==> config.mk <==
export PLATFORM = sky130hd
export DESIGN_NAME = ucr_responder
export DESIGN_NICKNAME = d
export VERILOG_FILES = /design/src/hdl/ucr_pkg.sv /design/src/hdl/ucr_stream_if.sv /design/src/hdl/ucr_buffer.sv /design/src/hdl/ucr_responder.sv
export SDC_FILE = /design/constraint.sdc
export NUM_CORES = 1
export LEC_CHECK = 0
export ABC_AREA = 1
export BUFFER_PORTS_ARGS = -buffer_cell sky130_fd_sc_hd__buf_2
export CORE_MARGIN = 2
export CORE_UTILIZATION = 67
export CTS_BUF_LIST = sky130_fd_sc_hd__clkbuf_16
export DETAILED_ROUTE_END_ITERATION = 10
export PLACE_DENSITY_LB_ADDON = 0.1
export SYNTH_ARGS = -nofsm -noshare
export SYNTH_HDL_FRONTEND = slang
export SYNTH_HIERARCHICAL = 1
export SYNTH_SLANG_ARGS = --single-unit
==> constraint.sdc <==
create_clock -name clk -period 3.82 [get_ports clk]
set_input_delay 0.191 -clock clk [delete_from_list [all_inputs] [get_ports clk]]
set_output_delay 0.191 -clock clk [all_outputs]
set_load 0.1 [all_outputs]
==> src/hdl/ucr_pkg.sv <==
package ucr_pkg;

  // ****************************************************
  // Line timing
  // ****************************************************
  localparam int CLK_HZ      = 20_000_000;
  localparam int BAUD_BPS    = 9600;
  localparam int OVERSAMPLE  = 16;
  localparam int OS_DIV      = CLK_HZ / (BAUD_BPS * OVERSAMPLE);
  localparam int OS_MID      = OVERSAMPLE / 2 - 1;
  localparam int DATA_BITS   = 8;
  localparam int FRAME_BITS  = 11;
  localparam int REPLY_LEN   = 4;
  localparam int BUF_DEPTH   = 2;
  localparam logic LINE_IDLE = 1'b1;

  // ****************************************************
  // Characters
  // ****************************************************
  localparam logic [7:0] CHAR_UPPER_T = 8'h54;
  localparam logic [7:0] CHAR_LOWER_T = 8'h74;
  localparam logic [7:0] BYTE_UP_O    = 8'h4f;
  localparam logic [7:0] BYTE_UP_K    = 8'h4b;
  localparam logic [7:0] BYTE_LO_O    = 8'h6f;
  localparam logic [7:0] BYTE_LO_K    = 8'h6b;
  localparam logic [7:0] BYTE_U       = 8'h55;
  localparam logic [7:0] BYTE_C       = 8'h43;
  localparam logic [7:0] BYTE_P       = 8'h50;
  localparam logic [7:0] BYTE_F       = 8'h46;
  localparam logic [7:0] BYTE_E       = 8'h45;
  localparam logic [7:0] BYTE_CR      = 8'h0d;
  localparam logic [7:0] BYTE_LF      = 8'h0a;

  // ****************************************************
  // Reply kinds
  // ****************************************************
  typedef enum logic [2:0] {
    REPLY_OK_UPPER = 3'b000,
    REPLY_OK_LOWER = 3'b001,
    REPLY_UNKNOWN  = 3'b010,
    REPLY_PARITY   = 3'b011,
    REPLY_FRAMING  = 3'b100,
    REPLY_OVERRUN  = 3'b101
  } ucr_reply_t;

endpackage

==> src/hdl/ucr_stream_if.sv <==
`timescale 1ns/100ps
`default_nettype none
interface ucr_stream_if #(
  parameter int W = 8
);
  logic         valid;
  logic         ready;
  logic [W-1:0] data;

  modport source (output valid, output data, input ready);
  modport sink   (input valid, input data, output ready);
endinterface
`default_nettype wire

==> src/hdl/ucr_buffer.sv <==
`timescale 1ns/100ps
`default_nettype none
// ****************************************************
// Small FIFO between reply generator and transmitter
// ****************************************************
module ucr_buffer #(
  parameter int W     = 8,
  parameter int DEPTH = 2
) (
  input  wire logic     clk,
  input  wire logic     rst,
  ucr_stream_if.sink    in_s,
  ucr_stream_if.source  out_s
);
  localparam int PW = (DEPTH > 1) ? $clog2(DEPTH) : 1;
  localparam int CW = $clog2(DEPTH + 1);
  localparam logic [PW-1:0] LAST = PW'(DEPTH - 1);

  logic [W-1:0]  mem [DEPTH];
  logic [PW-1:0] wr_ptr;
  logic [PW-1:0] rd_ptr;
  logic [CW-1:0] count;
  logic [PW-1:0] next_wr_ptr;
  logic [PW-1:0] next_rd_ptr;
  logic [CW-1:0] next_count;
  logic          push;
  logic          pop;

  assign in_s.ready  = (count != CW'(DEPTH));
  assign out_s.valid = (count != '0);
  assign out_s.data  = mem[rd_ptr];
  assign push        = in_s.valid & in_s.ready;
  assign pop         = out_s.valid & out_s.ready;

  always_comb begin
    next_wr_ptr = wr_ptr;
    next_rd_ptr = rd_ptr;
    next_count  = count;
    if (push) begin
      next_wr_ptr = (wr_ptr == LAST) ? '0 : wr_ptr + 1'b1;
    end
    if (pop) begin
      next_rd_ptr = (rd_ptr == LAST) ? '0 : rd_ptr + 1'b1;
    end
    if (push && !pop) begin
      next_count = count + 1'b1;
    end else if (pop && !push) begin
      next_count = count - 1'b1;
    end
  end

  always_ff @(posedge clk or posedge rst) begin
    if (rst) begin
      wr_ptr <= '0;
      rd_ptr <= '0;
      count  <= '0;
    end else begin
      wr_ptr <= next_wr_ptr;
      rd_ptr <= next_rd_ptr;
      count  <= next_count;
    end
  end

  always_ff @(posedge clk) begin
    if (push) begin
      mem[wr_ptr] <= in_s.data;
    end
  end
endmodule
`default_nettype wire

==> src/hdl/ucr_responder.sv <==
// Summary of operation
// - Eight data bits per frame, both directions
// - Data bits travel least significant first
// - Even parity sent and checked
// - Both lines run at 9600 bps
// - Receive line non-inverted, idle high
// - Received 54h answers 4fh 4bh
// - Received 74h answers 6fh 6bh
// - Other characters answer 55h 43h
// - Every reply ends with CR, LF
// - Parity error answers 50h 45h
// - Framing error answers 46h 45h
// - Overrun error answers 4fh 45h
// - Separate receive, transmit and error events
// - Receive events outrank transmit-done handling
// - Capture received byte, then send reply
// - Return idle after whole reply sent
// - Separate transmit and receive channels, full duplex
`timescale 1ns/100ps
`default_nettype none
module ucr_responder #(
  parameter int OS_DIV = ucr_pkg::OS_DIV
) (
  input  wire logic       clk,
  input  wire logic       rst,
  input  wire logic       serial_in_line,
  output logic            serial_out_line,
  output logic            rx_done_event,
  output logic            tx_done_event,
  output logic            rx_error_event,
  output logic [7:0]      rx_data,
  output logic            reply_busy
);
  localparam int DW = $clog2(OS_DIV);

  typedef enum logic [2:0] {
    RX_IDLE   = 3'b000,
    RX_START  = 3'b001,
    RX_DATA   = 3'b010,
    RX_PARITY = 3'b011,
    RX_STOP   = 3'b100
  } ucr_rx_state_t;

  typedef enum logic [1:0] {
    RP_IDLE  = 2'b00,
    RP_LOAD  = 2'b01,
    RP_DRAIN = 2'b10
  } ucr_rp_state_t;

  function automatic logic [7:0] reply_byte(input ucr_pkg::ucr_reply_t k,
                                            input logic [1:0] i);
    logic [7:0] first;
    logic [7:0] second;
    first  = ucr_pkg::BYTE_U;
    second = ucr_pkg::BYTE_E;
    case (k)
      ucr_pkg::REPLY_OK_UPPER: begin
        first  = ucr_pkg::BYTE_UP_O;
        second = ucr_pkg::BYTE_UP_K;
      end
      ucr_pkg::REPLY_OK_LOWER: begin
        first  = ucr_pkg::BYTE_LO_O;
        second = ucr_pkg::BYTE_LO_K;
      end
      ucr_pkg::REPLY_UNKNOWN: begin
        first  = ucr_pkg::BYTE_U;
        second = ucr_pkg::BYTE_C;
      end
      ucr_pkg::REPLY_PARITY:  first = ucr_pkg::BYTE_P;
      ucr_pkg::REPLY_FRAMING: first = ucr_pkg::BYTE_F;
      ucr_pkg::REPLY_OVERRUN: first = ucr_pkg::BYTE_UP_O;
      default:                first = ucr_pkg::BYTE_U;
    endcase
    case (i)
      2'd0:    reply_byte = first;
      2'd1:    reply_byte = second;
      2'd2:    reply_byte = ucr_pkg::BYTE_CR;
      default: reply_byte = ucr_pkg::BYTE_LF;
    endcase
  endfunction

  // ****************************************************
  // Oversample divider
  // ****************************************************
  logic [DW-1:0] div;
  logic [DW-1:0] next_div;
  logic          tick;

  assign tick = (div == DW'(OS_DIV - 1));

  always_comb begin
    next_div = tick ? '0 : div + 1'b1;
  end

  always_ff @(posedge clk or posedge rst) begin
    if (rst) begin
      div <= '0;
    end else begin
      div <= next_div;
    end
  end

  // ****************************************************
  // Receive channel
  // ****************************************************
  logic          rx_meta;
  logic          rx_line;
  logic          rx_prev;
  ucr_rx_state_t rx_state;
  ucr_rx_state_t next_rx_state;
  logic [3:0]    rx_os;
  logic [3:0]    next_rx_os;
  logic [2:0]    rx_bit;
  logic [2:0]    next_rx_bit;
  logic [7:0]    rx_shift;
  logic [7:0]    next_rx_shift;
  logic          rx_par;
  logic          next_rx_par;
  logic          rx_end;
  logic          next_rx_end;
  logic          rx_pe;
  logic          next_rx_pe;
  logic          rx_fe;
  logic          next_rx_fe;
  logic          os_last;

  assign os_last = (rx_os == 4'(ucr_pkg::OVERSAMPLE - 1));

  always_comb begin
    next_rx_state = rx_state;
    next_rx_os    = rx_os;
    next_rx_bit   = rx_bit;
    next_rx_shift = rx_shift;
    next_rx_par   = rx_par;
    next_rx_end   = 1'b0;
    next_rx_pe    = rx_pe;
    next_rx_fe    = rx_fe;
    case (rx_state)
      RX_IDLE: begin
        if (rx_prev && !rx_line) begin
          next_rx_state = RX_START;
          next_rx_os    = '0;
        end
      end
      RX_START: begin
        if (tick) begin
          next_rx_os = rx_os + 1'b1;
          if (rx_os == 4'(ucr_pkg::OS_MID)) begin
            next_rx_os    = '0;
            next_rx_bit   = '0;
            next_rx_state = rx_line ? RX_IDLE : RX_DATA;
          end
        end
      end
      RX_DATA: begin
        if (tick) begin
          next_rx_os = rx_os + 1'b1;
          if (os_last) begin
            next_rx_shift = {rx_line, rx_shift[7:1]};
            next_rx_bit   = rx_bit + 1'b1;
            if (rx_bit == 3'(ucr_pkg::DATA_BITS - 1)) begin
              next_rx_state = RX_PARITY;
            end
          end
        end
      end
      RX_PARITY: begin
        if (tick) begin
          next_rx_os = rx_os + 1'b1;
          if (os_last) begin
            next_rx_par   = rx_line;
            next_rx_state = RX_STOP;
          end
        end
      end
      RX_STOP: begin
        if (tick) begin
          next_rx_os = rx_os + 1'b1;
          if (os_last) begin
            next_rx_end   = 1'b1;
            next_rx_pe    = ^{rx_shift, rx_par};
            next_rx_fe    = (rx_line != ucr_pkg::LINE_IDLE);
            next_rx_state = RX_IDLE;
          end
        end
      end
      default: next_rx_state = RX_IDLE;
    endcase
  end

  always_ff @(posedge clk or posedge rst) begin
    if (rst) begin
      rx_meta  <= 1'b1;
      rx_line  <= 1'b1;
      rx_prev  <= 1'b1;
      rx_state <= RX_IDLE;
      rx_os    <= '0;
      rx_bit   <= '0;
      rx_shift <= '0;
      rx_par   <= 1'b0;
      rx_end   <= 1'b0;
      rx_pe    <= 1'b0;
      rx_fe    <= 1'b0;
    end else begin
      rx_meta  <= serial_in_line;
      rx_line  <= rx_meta;
      rx_prev  <= rx_line;
      rx_state <= next_rx_state;
      rx_os    <= next_rx_os;
      rx_bit   <= next_rx_bit;
      rx_shift <= next_rx_shift;
      rx_par   <= next_rx_par;
      rx_end   <= next_rx_end;
      rx_pe    <= next_rx_pe;
      rx_fe    <= next_rx_fe;
    end
  end

  // ****************************************************
  // Event classification and reply sequencing
  // ****************************************************
  ucr_stream_if #(.W(8)) gen_s ();
  ucr_stream_if #(.W(8)) tx_s ();

  ucr_pkg::ucr_reply_t pend_kind;
  ucr_pkg::ucr_reply_t next_pend_kind;
  ucr_pkg::ucr_reply_t kind;
  ucr_pkg::ucr_reply_t next_kind;
  ucr_rp_state_t       rp_state;
  ucr_rp_state_t       next_rp_state;
  logic                pend;
  logic                next_pend;
  logic [1:0]          idx;
  logic [1:0]          next_idx;
  logic [2:0]          sent;
  logic [2:0]          next_sent;
  logic [7:0]          next_rx_data;
  logic                next_rx_done;
  logic                next_rx_err;
  logic                overrun;
  logic                take;
  logic                tx_done;

  assign overrun     = rx_end & pend & (rp_state != RP_IDLE);
  assign take        = (rp_state == RP_IDLE) & pend;
  assign gen_s.valid = (rp_state == RP_LOAD);
  assign gen_s.data  = reply_byte(kind, idx);

  always_comb begin
    next_pend      = pend & ~take;
    next_pend_kind = pend_kind;
    next_rx_data   = rx_data;
    next_rx_done   = 1'b0;
    next_rx_err    = 1'b0;
    // Receive side is served first, whatever the transmitter does
    if (rx_end) begin
      next_pend = 1'b1;                                               // set wins over take
      if (overrun) begin
        next_pend_kind = ucr_pkg::REPLY_OVERRUN;
      end else if (rx_fe) begin
        next_pend_kind = ucr_pkg::REPLY_FRAMING;
      end else if (rx_pe) begin
        next_pend_kind = ucr_pkg::REPLY_PARITY;
      end else if (rx_shift == ucr_pkg::CHAR_UPPER_T) begin
        next_pend_kind = ucr_pkg::REPLY_OK_UPPER;
      end else if (rx_shift == ucr_pkg::CHAR_LOWER_T) begin
        next_pend_kind = ucr_pkg::REPLY_OK_LOWER;
      end else begin
        next_pend_kind = ucr_pkg::REPLY_UNKNOWN;
      end
      if (overrun || rx_fe || rx_pe) begin
        next_rx_err = 1'b1;
      end else begin
        next_rx_done = 1'b1;
        next_rx_data = rx_shift;
      end
    end
  end

  always_comb begin
    next_rp_state = rp_state;
    next_kind     = kind;
    next_idx      = idx;
    next_sent     = sent + {2'b00, tx_done};
    case (rp_state)
      RP_IDLE: begin
        next_sent = '0;
        if (pend) begin
          next_kind     = pend_kind;
          next_idx      = '0;
          next_rp_state = RP_LOAD;
        end
      end
      RP_LOAD: begin
        if (gen_s.ready) begin
          next_idx = idx + 1'b1;
          if (idx == 2'(ucr_pkg::REPLY_LEN - 1)) begin
            next_rp_state = RP_DRAIN;
          end
        end
      end
      RP_DRAIN: begin
        if (sent == 3'(ucr_pkg::REPLY_LEN)) begin
          next_rp_state = RP_IDLE;
        end
      end
      default: next_rp_state = RP_IDLE;
    endcase
  end

  always_ff @(posedge clk or posedge rst) begin
    if (rst) begin
      pend           <= 1'b0;
      pend_kind      <= ucr_pkg::REPLY_UNKNOWN;
      kind           <= ucr_pkg::REPLY_UNKNOWN;
      rp_state       <= RP_IDLE;
      idx            <= '0;
      sent           <= '0;
      rx_data        <= '0;
      rx_done_event  <= 1'b0;
      rx_error_event <= 1'b0;
      reply_busy     <= 1'b0;
    end else begin
      pend           <= next_pend;
      pend_kind      <= next_pend_kind;
      kind           <= next_kind;
      rp_state       <= next_rp_state;
      idx            <= next_idx;
      sent           <= next_sent;
      rx_data        <= next_rx_data;
      rx_done_event  <= next_rx_done;
      rx_error_event <= next_rx_err;
      reply_busy     <= (next_rp_state != RP_IDLE);
    end
  end

  ucr_buffer #(
    .W     (8),
    .DEPTH (ucr_pkg::BUF_DEPTH)
  ) u_buffer (
    .clk   (clk),
    .rst   (rst),
    .in_s  (gen_s.sink),
    .out_s (tx_s.source)
  );

  // ****************************************************
  // Transmit channel
  // ****************************************************
  logic       tx_busy;
  logic       next_tx_busy;
  logic [9:0] tx_shift;
  logic [9:0] next_tx_shift;
  logic [3:0] tx_os;
  logic [3:0] next_tx_os;
  logic [3:0] tx_cnt;
  logic [3:0] next_tx_cnt;
  logic       next_line;
  logic       next_tx_done;

  assign tx_s.ready    = ~tx_busy;
  assign tx_done_event = tx_done;

  always_comb begin
    next_tx_busy  = tx_busy;
    next_tx_shift = tx_shift;
    next_tx_os    = tx_os;
    next_tx_cnt   = tx_cnt;
    next_line     = serial_out_line;
    next_tx_done  = 1'b0;
    if (!tx_busy) begin
      if (tx_s.valid) begin
        next_tx_busy  = 1'b1;
        next_tx_shift = {1'b1, ^tx_s.data, tx_s.data};
        next_tx_os    = '0;
        next_tx_cnt   = '0;
        next_line     = 1'b0;
      end
    end else if (tick) begin
      next_tx_os = tx_os + 1'b1;
      if (tx_os == 4'(ucr_pkg::OVERSAMPLE - 1)) begin
        if (tx_cnt == 4'(ucr_pkg::FRAME_BITS - 1)) begin
          next_tx_busy = 1'b0;
          next_line    = ucr_pkg::LINE_IDLE;
          next_tx_done = 1'b1;
        end else begin
          next_line     = tx_shift[0];
          next_tx_shift = {1'b1, tx_shift[9:1]};
          next_tx_cnt   = tx_cnt + 1'b1;
        end
      end
    end
  end

  always_ff @(posedge clk or posedge rst) begin
    if (rst) begin
      tx_busy         <= 1'b0;
      tx_shift        <= '1;
      tx_os           <= '0;
      tx_cnt          <= '0;
      serial_out_line <= 1'b1;
      tx_done         <= 1'b0;
    end else begin
      tx_busy         <= next_tx_busy;
      tx_shift        <= next_tx_shift;
      tx_os           <= next_tx_os;
      tx_cnt          <= next_tx_cnt;
      serial_out_line <= next_line;
      tx_done         <= next_tx_done;
    end
  end
endmodule
`default_nettype wire

After elaboration in Yosys (flattened, before gate mapping). Memory sizes are Yosys's and may differ from the RTL's. Index checks and enable logic that the tools add are counted.

Register bits: 83. RAM bits: 16. Input port bits: 3. Output and inout bits: 13. Logic and storage cells: 209. Memories: 1.

Memories: u_buffer.mem (depth 2, width 8, read ports 1, clocked after memory_dff 0, wr ports 1, line ucr_buffer.sv:19) `logic [W-1:0] mem [DEPTH];`.

Add/subtract/negate cells: 11. Equal/unequal tests: 40. Muxes and demuxes: 80. Bitwise gates (word level): 10. Reduce and logical (&&, ||, !) cells: 36.

Operators with widths (count): two-way mux 3 bit (17); two-way mux 10 bit (5); two-way mux 4 bit (11); != test 2 bit, second input constant (15); two-way mux 1 bit (26); two-way mux 2 bit (12); one-hot mux 6 bit (4 select lines) (1); one-hot mux 8 bit (3 select lines) (1); one-hot mux 6 bit (3 select lines) (1); equality test 8 x 7 -> 1 bit, second input constant (2); equality test 3 bit, second input constant (5); one-hot mux 3 bit (5 select lines) (1); AND reduction 3 bit (5); nonzero test 2 bit (7); adder 4 x 1 -> 4 bit, second input constant (3); equality test 3 x 2 -> 1 bit, second input constant (4); equality test 4 bit, second input constant (3); one-hot mux 4 bit (3 select lines) (1); AND reduction 10 bit (1); parity 9 bit (1); adder 8 x 1 -> 8 bit, second input constant (1); equality test 8 bit, second input constant (1); two-way mux 8 bit (1); AND reduction 4 bit (2); 26 further kinds (50).

Logic depth before layout (Yosys ltp).
Word-level depth: 6. Mapped depth: 12.

By module. The synthesis kept the hierarchy.

By module, submodules not included: ucr_responder (instances 1, cells each 473, area each 4076.4 um^2); ucr_buffer (instances 1, cells each 54, area each 859.6 um^2).

Least setup slack after synthesis. Ideal clock, no wire load.

Path kind: flip-flop to flip-flop. From: reg tx_done, in the netlist tx_done_event. To: reg sent[2]. Setup time: 126 ps. Arrival: 1472 ps. Slack: 2222 ps. Cell stages (with the launch flop): 5. Path buffers: 0. Cell sequence: dfrtp_1 > ha_1 > ha_1 > xnor2_1 > nor2_1.

Word-level cells in the longest chain between the ends: 2.

RTL lines: start, declared (line ucr_responder.sv:242) `logic tx_done;`; start signal, assigned (line ucr_responder.sv:409) `tx_done <= next_tx_done;`; adder 3 x 1 -> 3 bit (line ucr_responder.sv:284) `next_sent = sent + {2'b00, tx_done};`; two-way mux 3 bit (line ucr_responder.sv:285) `case (rp_state)`; net next_sent[2] (line ucr_responder.sv:236) `logic [2:0] next_sent;`; end signal, assigned (line ucr_responder.sv:329) `sent <= next_sent;`; end, declared (line ucr_responder.sv:235) `logic [2:0] sent;`.

The timed path passes the listed nets, and every way through them passes these cells. A chain may end at the register's enable or synchronous reset.

Worst setup path after layout.
From: reg tx_busy. To: reg tx_shift[8].

Word-level cells in the longest chain between the ends: 2.

RTL lines: start, declared (line ucr_responder.sv:350) `logic tx_busy;`; start signal, assigned (line ucr_responder.sv:404) `tx_busy <= next_tx_busy;`; != test 2 bit (no line), or another cell as far along; AND reduction 4 bit (no line); end signal, assigned (line ucr_responder.sv:405) `tx_shift <= next_tx_shift;`; end, declared (line ucr_responder.sv:352) `logic [9:0] tx_shift;`.

Parallel ways exist; a longest one is shown, timed or not.

==> metrics.txt <==
result of the run=finished clean; clk_lat worst skew=340 ps; Worst setup endpoint=tx_shift[8]; Worst path depth=7; hold_ws=307 ps; area growth from synthesis to layout=9.40%; synthesized-area fraction occupied by xor and xnor cells=3.52%; number of top-level pins=16; Mapped Area=0.00494 sq mm; cells taking the most area after synthesis=dfrtp_1, nand2_1, edfxtp_1; CP Cell Sequence=inv_1 -> nand2_1 -> nand2_4 -> nand2_4 -> nand2_1 -> nand2_1 -> inv_1; fraction of registers with async set/reset=83.7%; clock buffers created by TritonCTS=9; total power=2.25 mW; total gr overflow=0; number of synthesized flops with an enable pin=16; origin of the worst setup path=tx_busy; number of global-route vias before repair=3404; number of detailed-route iterations in the first pass=4; final core utilization=75.3%; Clock Sink Count=98; Synth Warn #=6; sort of element at the end of the critical path=flop; post-synth top area share=34.0%; wire length after detailed routing=8.49 mm; time the final worst path needs with I/O delays and setup=1920 ps; overall die width=89.8 um; commonest register cell after synthesis=dfrtp_1; CP max stage delay=820 ps; clock tree from TritonCTS=built; Critical Path Slowest Stage Cell=dfrtp_1; total power density per cell area=416 mW/mm^2; Reg-to-Reg End=tx_shift[8]; FF+latch count, synth=98; row count=31; leakage power of the design=2.61 nW; cell family contributing the most delay on the critical path=flip-flops; maximum level of the CTS H-tree=3; count of buffers inserted at the top-level ports=15; dominant combinational cell family by area after synthesis=simple AND/OR/NAND/NOR gates; portion of the post-synthesis area used by sequential elements=51.7%; top fanout value on the critical path=23; largest net degree at the start of global routing=41; Final Slew Violations=0; die area=0.00807 sq mm; remaining antenna violation count after routing=0; antenna violations before repair=0; final sum of negative setup slack=0 ps; PnR worst setup slack=1900 ps; Compound-Gate Fraction of Synth Area=7.10%; initial core utilization=68.8%; Setup Crit Path Kind=reg2reg; synthesized area divided by synthesized cell count=9.37 sq um; non-filler cells in the finished layout=654; clk_skew=11.8 ps; global-route total usage across every layer=23.1%; Worst Tran Pin Value=792 ps; remaining routing DRC violations=0; total count of hold-check failures in the final report=0; share of post-route cells with drive strength above 1=18.7%; placed cell count=636; upper clock frequency limit=0.520 GHz; cell area reported after detailed placement=0.00509 sq mm; Die Y=89.8 um; per-cell via count in the routed design=5.24; count of hold buffers inserted by post-cts repair=2; Hold/Removal Path Class=in2async; cell at the root of the clock tree=clkbuf_16; wire length of the first global-routing pass=15.2 mm; Worst Path Arrival=2200 ps; final critical-path share of the clock period=50.3%; Setup crit start kind=flop; number of design-rule violations left by the first detailed-router iteration=175; clock input transition at the sequential cells of the worst setup and hold paths=60 ps; vias post-DR=3426; instance count of the mapped netlist=527; basic-gate share of the synthesized area counting and, or, nand and nor cells=23.3%; number of unique standard cell types used by synthesis=44; Net count, final=569; post-CTS sizing=0; final setup violating endpoints=0; share of cell area taken by muxes after synthesis=4.08%; worst setup slack for register-to-register paths=1900 ps; Worst VDD drop=0.000286 V; Critical Path Most Common Cell=nand2_1; final instance area=0.00540 sq mm; number of antenna diodes=0; Crit path buffers/inverters=2; fraction of the mapped netlist area in adder cells=4.06%; average detailed-routed wire length per instance=13.0 um; cell depth of the worst flop-to-flop path=7; worst-case headroom to the max-slew limit=47.1%; number of maximum-capacitance violations=0; launching point of the worst reg2reg path=tx_busy; RSZ-0062 raised after global routing=false; last weighted congestion value of the routability-driven placer=0.827; largest area contributor in the netlist=dfrtp_1; buffer levels on the longest clock path=2; # Post-CTS Setup Buffers=0; Setup Slack @ Placement=1980 ps; required time of the critical path=4090 ps; area inside the core boundary=0.00718 sq mm; half-perimeter wire length after placement=5.89 mm
-- flip-flops by register name, summed over array words and instances (netlist names), 3 cells and up --
signal        count
u_buffer/mem     16
tx_shift          9
div               8
rx_data           8
rx_shift          8
rx_os             4
tx_cnt            4
tx_os             4
kind              3
pend_kind         3
rx_bit            3
rx_state          3
sent              3
-- layer usage --
metal	routed length, um	up-vias	global-route usage [%]	share of wire [%]
met5	0	-	0	0
met4	101	0	8.08	1.2
met3	216	10	2.93	2.5
met2	4080	41	38.5	48
met1	4100	1645	31.6	48
li1	-	1730	-	-
-- worst reg2reg max path, cell delays in order (launching register included) --
cell     delay [ps]
dfrtp_1         820
inv_1           260
nand2_1         180
nand2_4          90
nand2_4         280
nand2_1         110
nand2_1          80
inv_1            30
-- Yosys cell counts (2+ instances only) --
master	n
o21ai_2	12
nand2_4	6
nand2_1	143
mux2_4	8
buf_2	2
nand2_2	13
o21ai_1	12
dfstp_2	15
nand4_1	4
nand3_1	32
nor2_2	3
nor4_1	2
edfxtp_1	16
inv_2	4
nand3b_1	3
xnor2_1	8
o21ai_0	25
or2_2	3
xor2_1	10
mux2i_1	7
inv_1	62
nor2_1	27
buf_6	3
a21oi_1	2
nor3_1	4
nor2_4	2
dfrtp_1	67
ha_1	16
-- power breakdown --
group | internal [mW] | switching, mW
registers | 1.09 | 0.0290
clock network | 0.505 | 0.382
logic | 0.0770 | 0.166
total | 1.67 | 0.577
-- kinds of logic (layout without fill, tap and decap cells) --
kind of cell    Yosys count  after routing
fa+ha+maj                16             16
other cells               1              2
mux                      16             16
buf+inv                  73            100
simple gates            247            247
xor+xnor                 19             19
flops                    98             98
compound gates           57             57
-- worst min path at each step --
stage | cells after the start | slack, ps | to | start
2_1_floorplan | 1 | -40 | u_buffer/count[0] | rst
3_3_place_gp | 2 | 100 | u_buffer/rd_ptr | rst
3_5_place_dp | 2 | 110 | u_buffer/rd_ptr | rst
4_1_cts | 3 | 320 | u_buffer/count[0] | rst
5_1_grt | 3 | 340 | u_buffer/count[0] | rst
6_report | 3 | 310 | u_buffer/count[0] | rst
-- cell type report --
class | instances | area, sq um
clock buffer | 9 | 225
clock inverter | 7 | 67.6
fill | 514 | 1780
inverter | 66 | 248
multi-input combinational | 357 | 2080
sequential | 98 | 2550
tap | 99 | 124
timing repair buffer | 18 | 103
-- cells in the final DEF, fill, tap and decap left out, types with 2 or more instances in the layout --
| cell type | count |
|---|---|
| inv_2 | 5 |
| conb_1 | 2 |
| or2_2 | 3 |
| buf_2 | 15 |
| mux2_4 | 8 |
| clkinv_1 | 2 |
| nand2_1 | 143 |
| o21ai_0 | 25 |
| nor2_2 | 3 |
| o21ai_1 | 12 |
| nor2_1 | 27 |
| dfstp_2 | 15 |
| xnor2_1 | 8 |
| edfxtp_1 | 16 |
| nand3_1 | 32 |
| o21ai_2 | 12 |
| nand2_4 | 6 |
| xor2_1 | 10 |
| nand2_2 | 13 |
| clkbuf_16 | 9 |
| nor4_1 | 2 |
| nand4_1 | 4 |
| dlygate4sd3_1 | 2 |
| nand3b_1 | 3 |
| inv_1 | 61 |
| nor2_4 | 2 |
| dfrtp_1 | 67 |
| a21oi_1 | 2 |
| ha_1 | 16 |
| nor3_1 | 4 |
| mux2i_1 | 7 |
(Power assumes the default switching activity.)
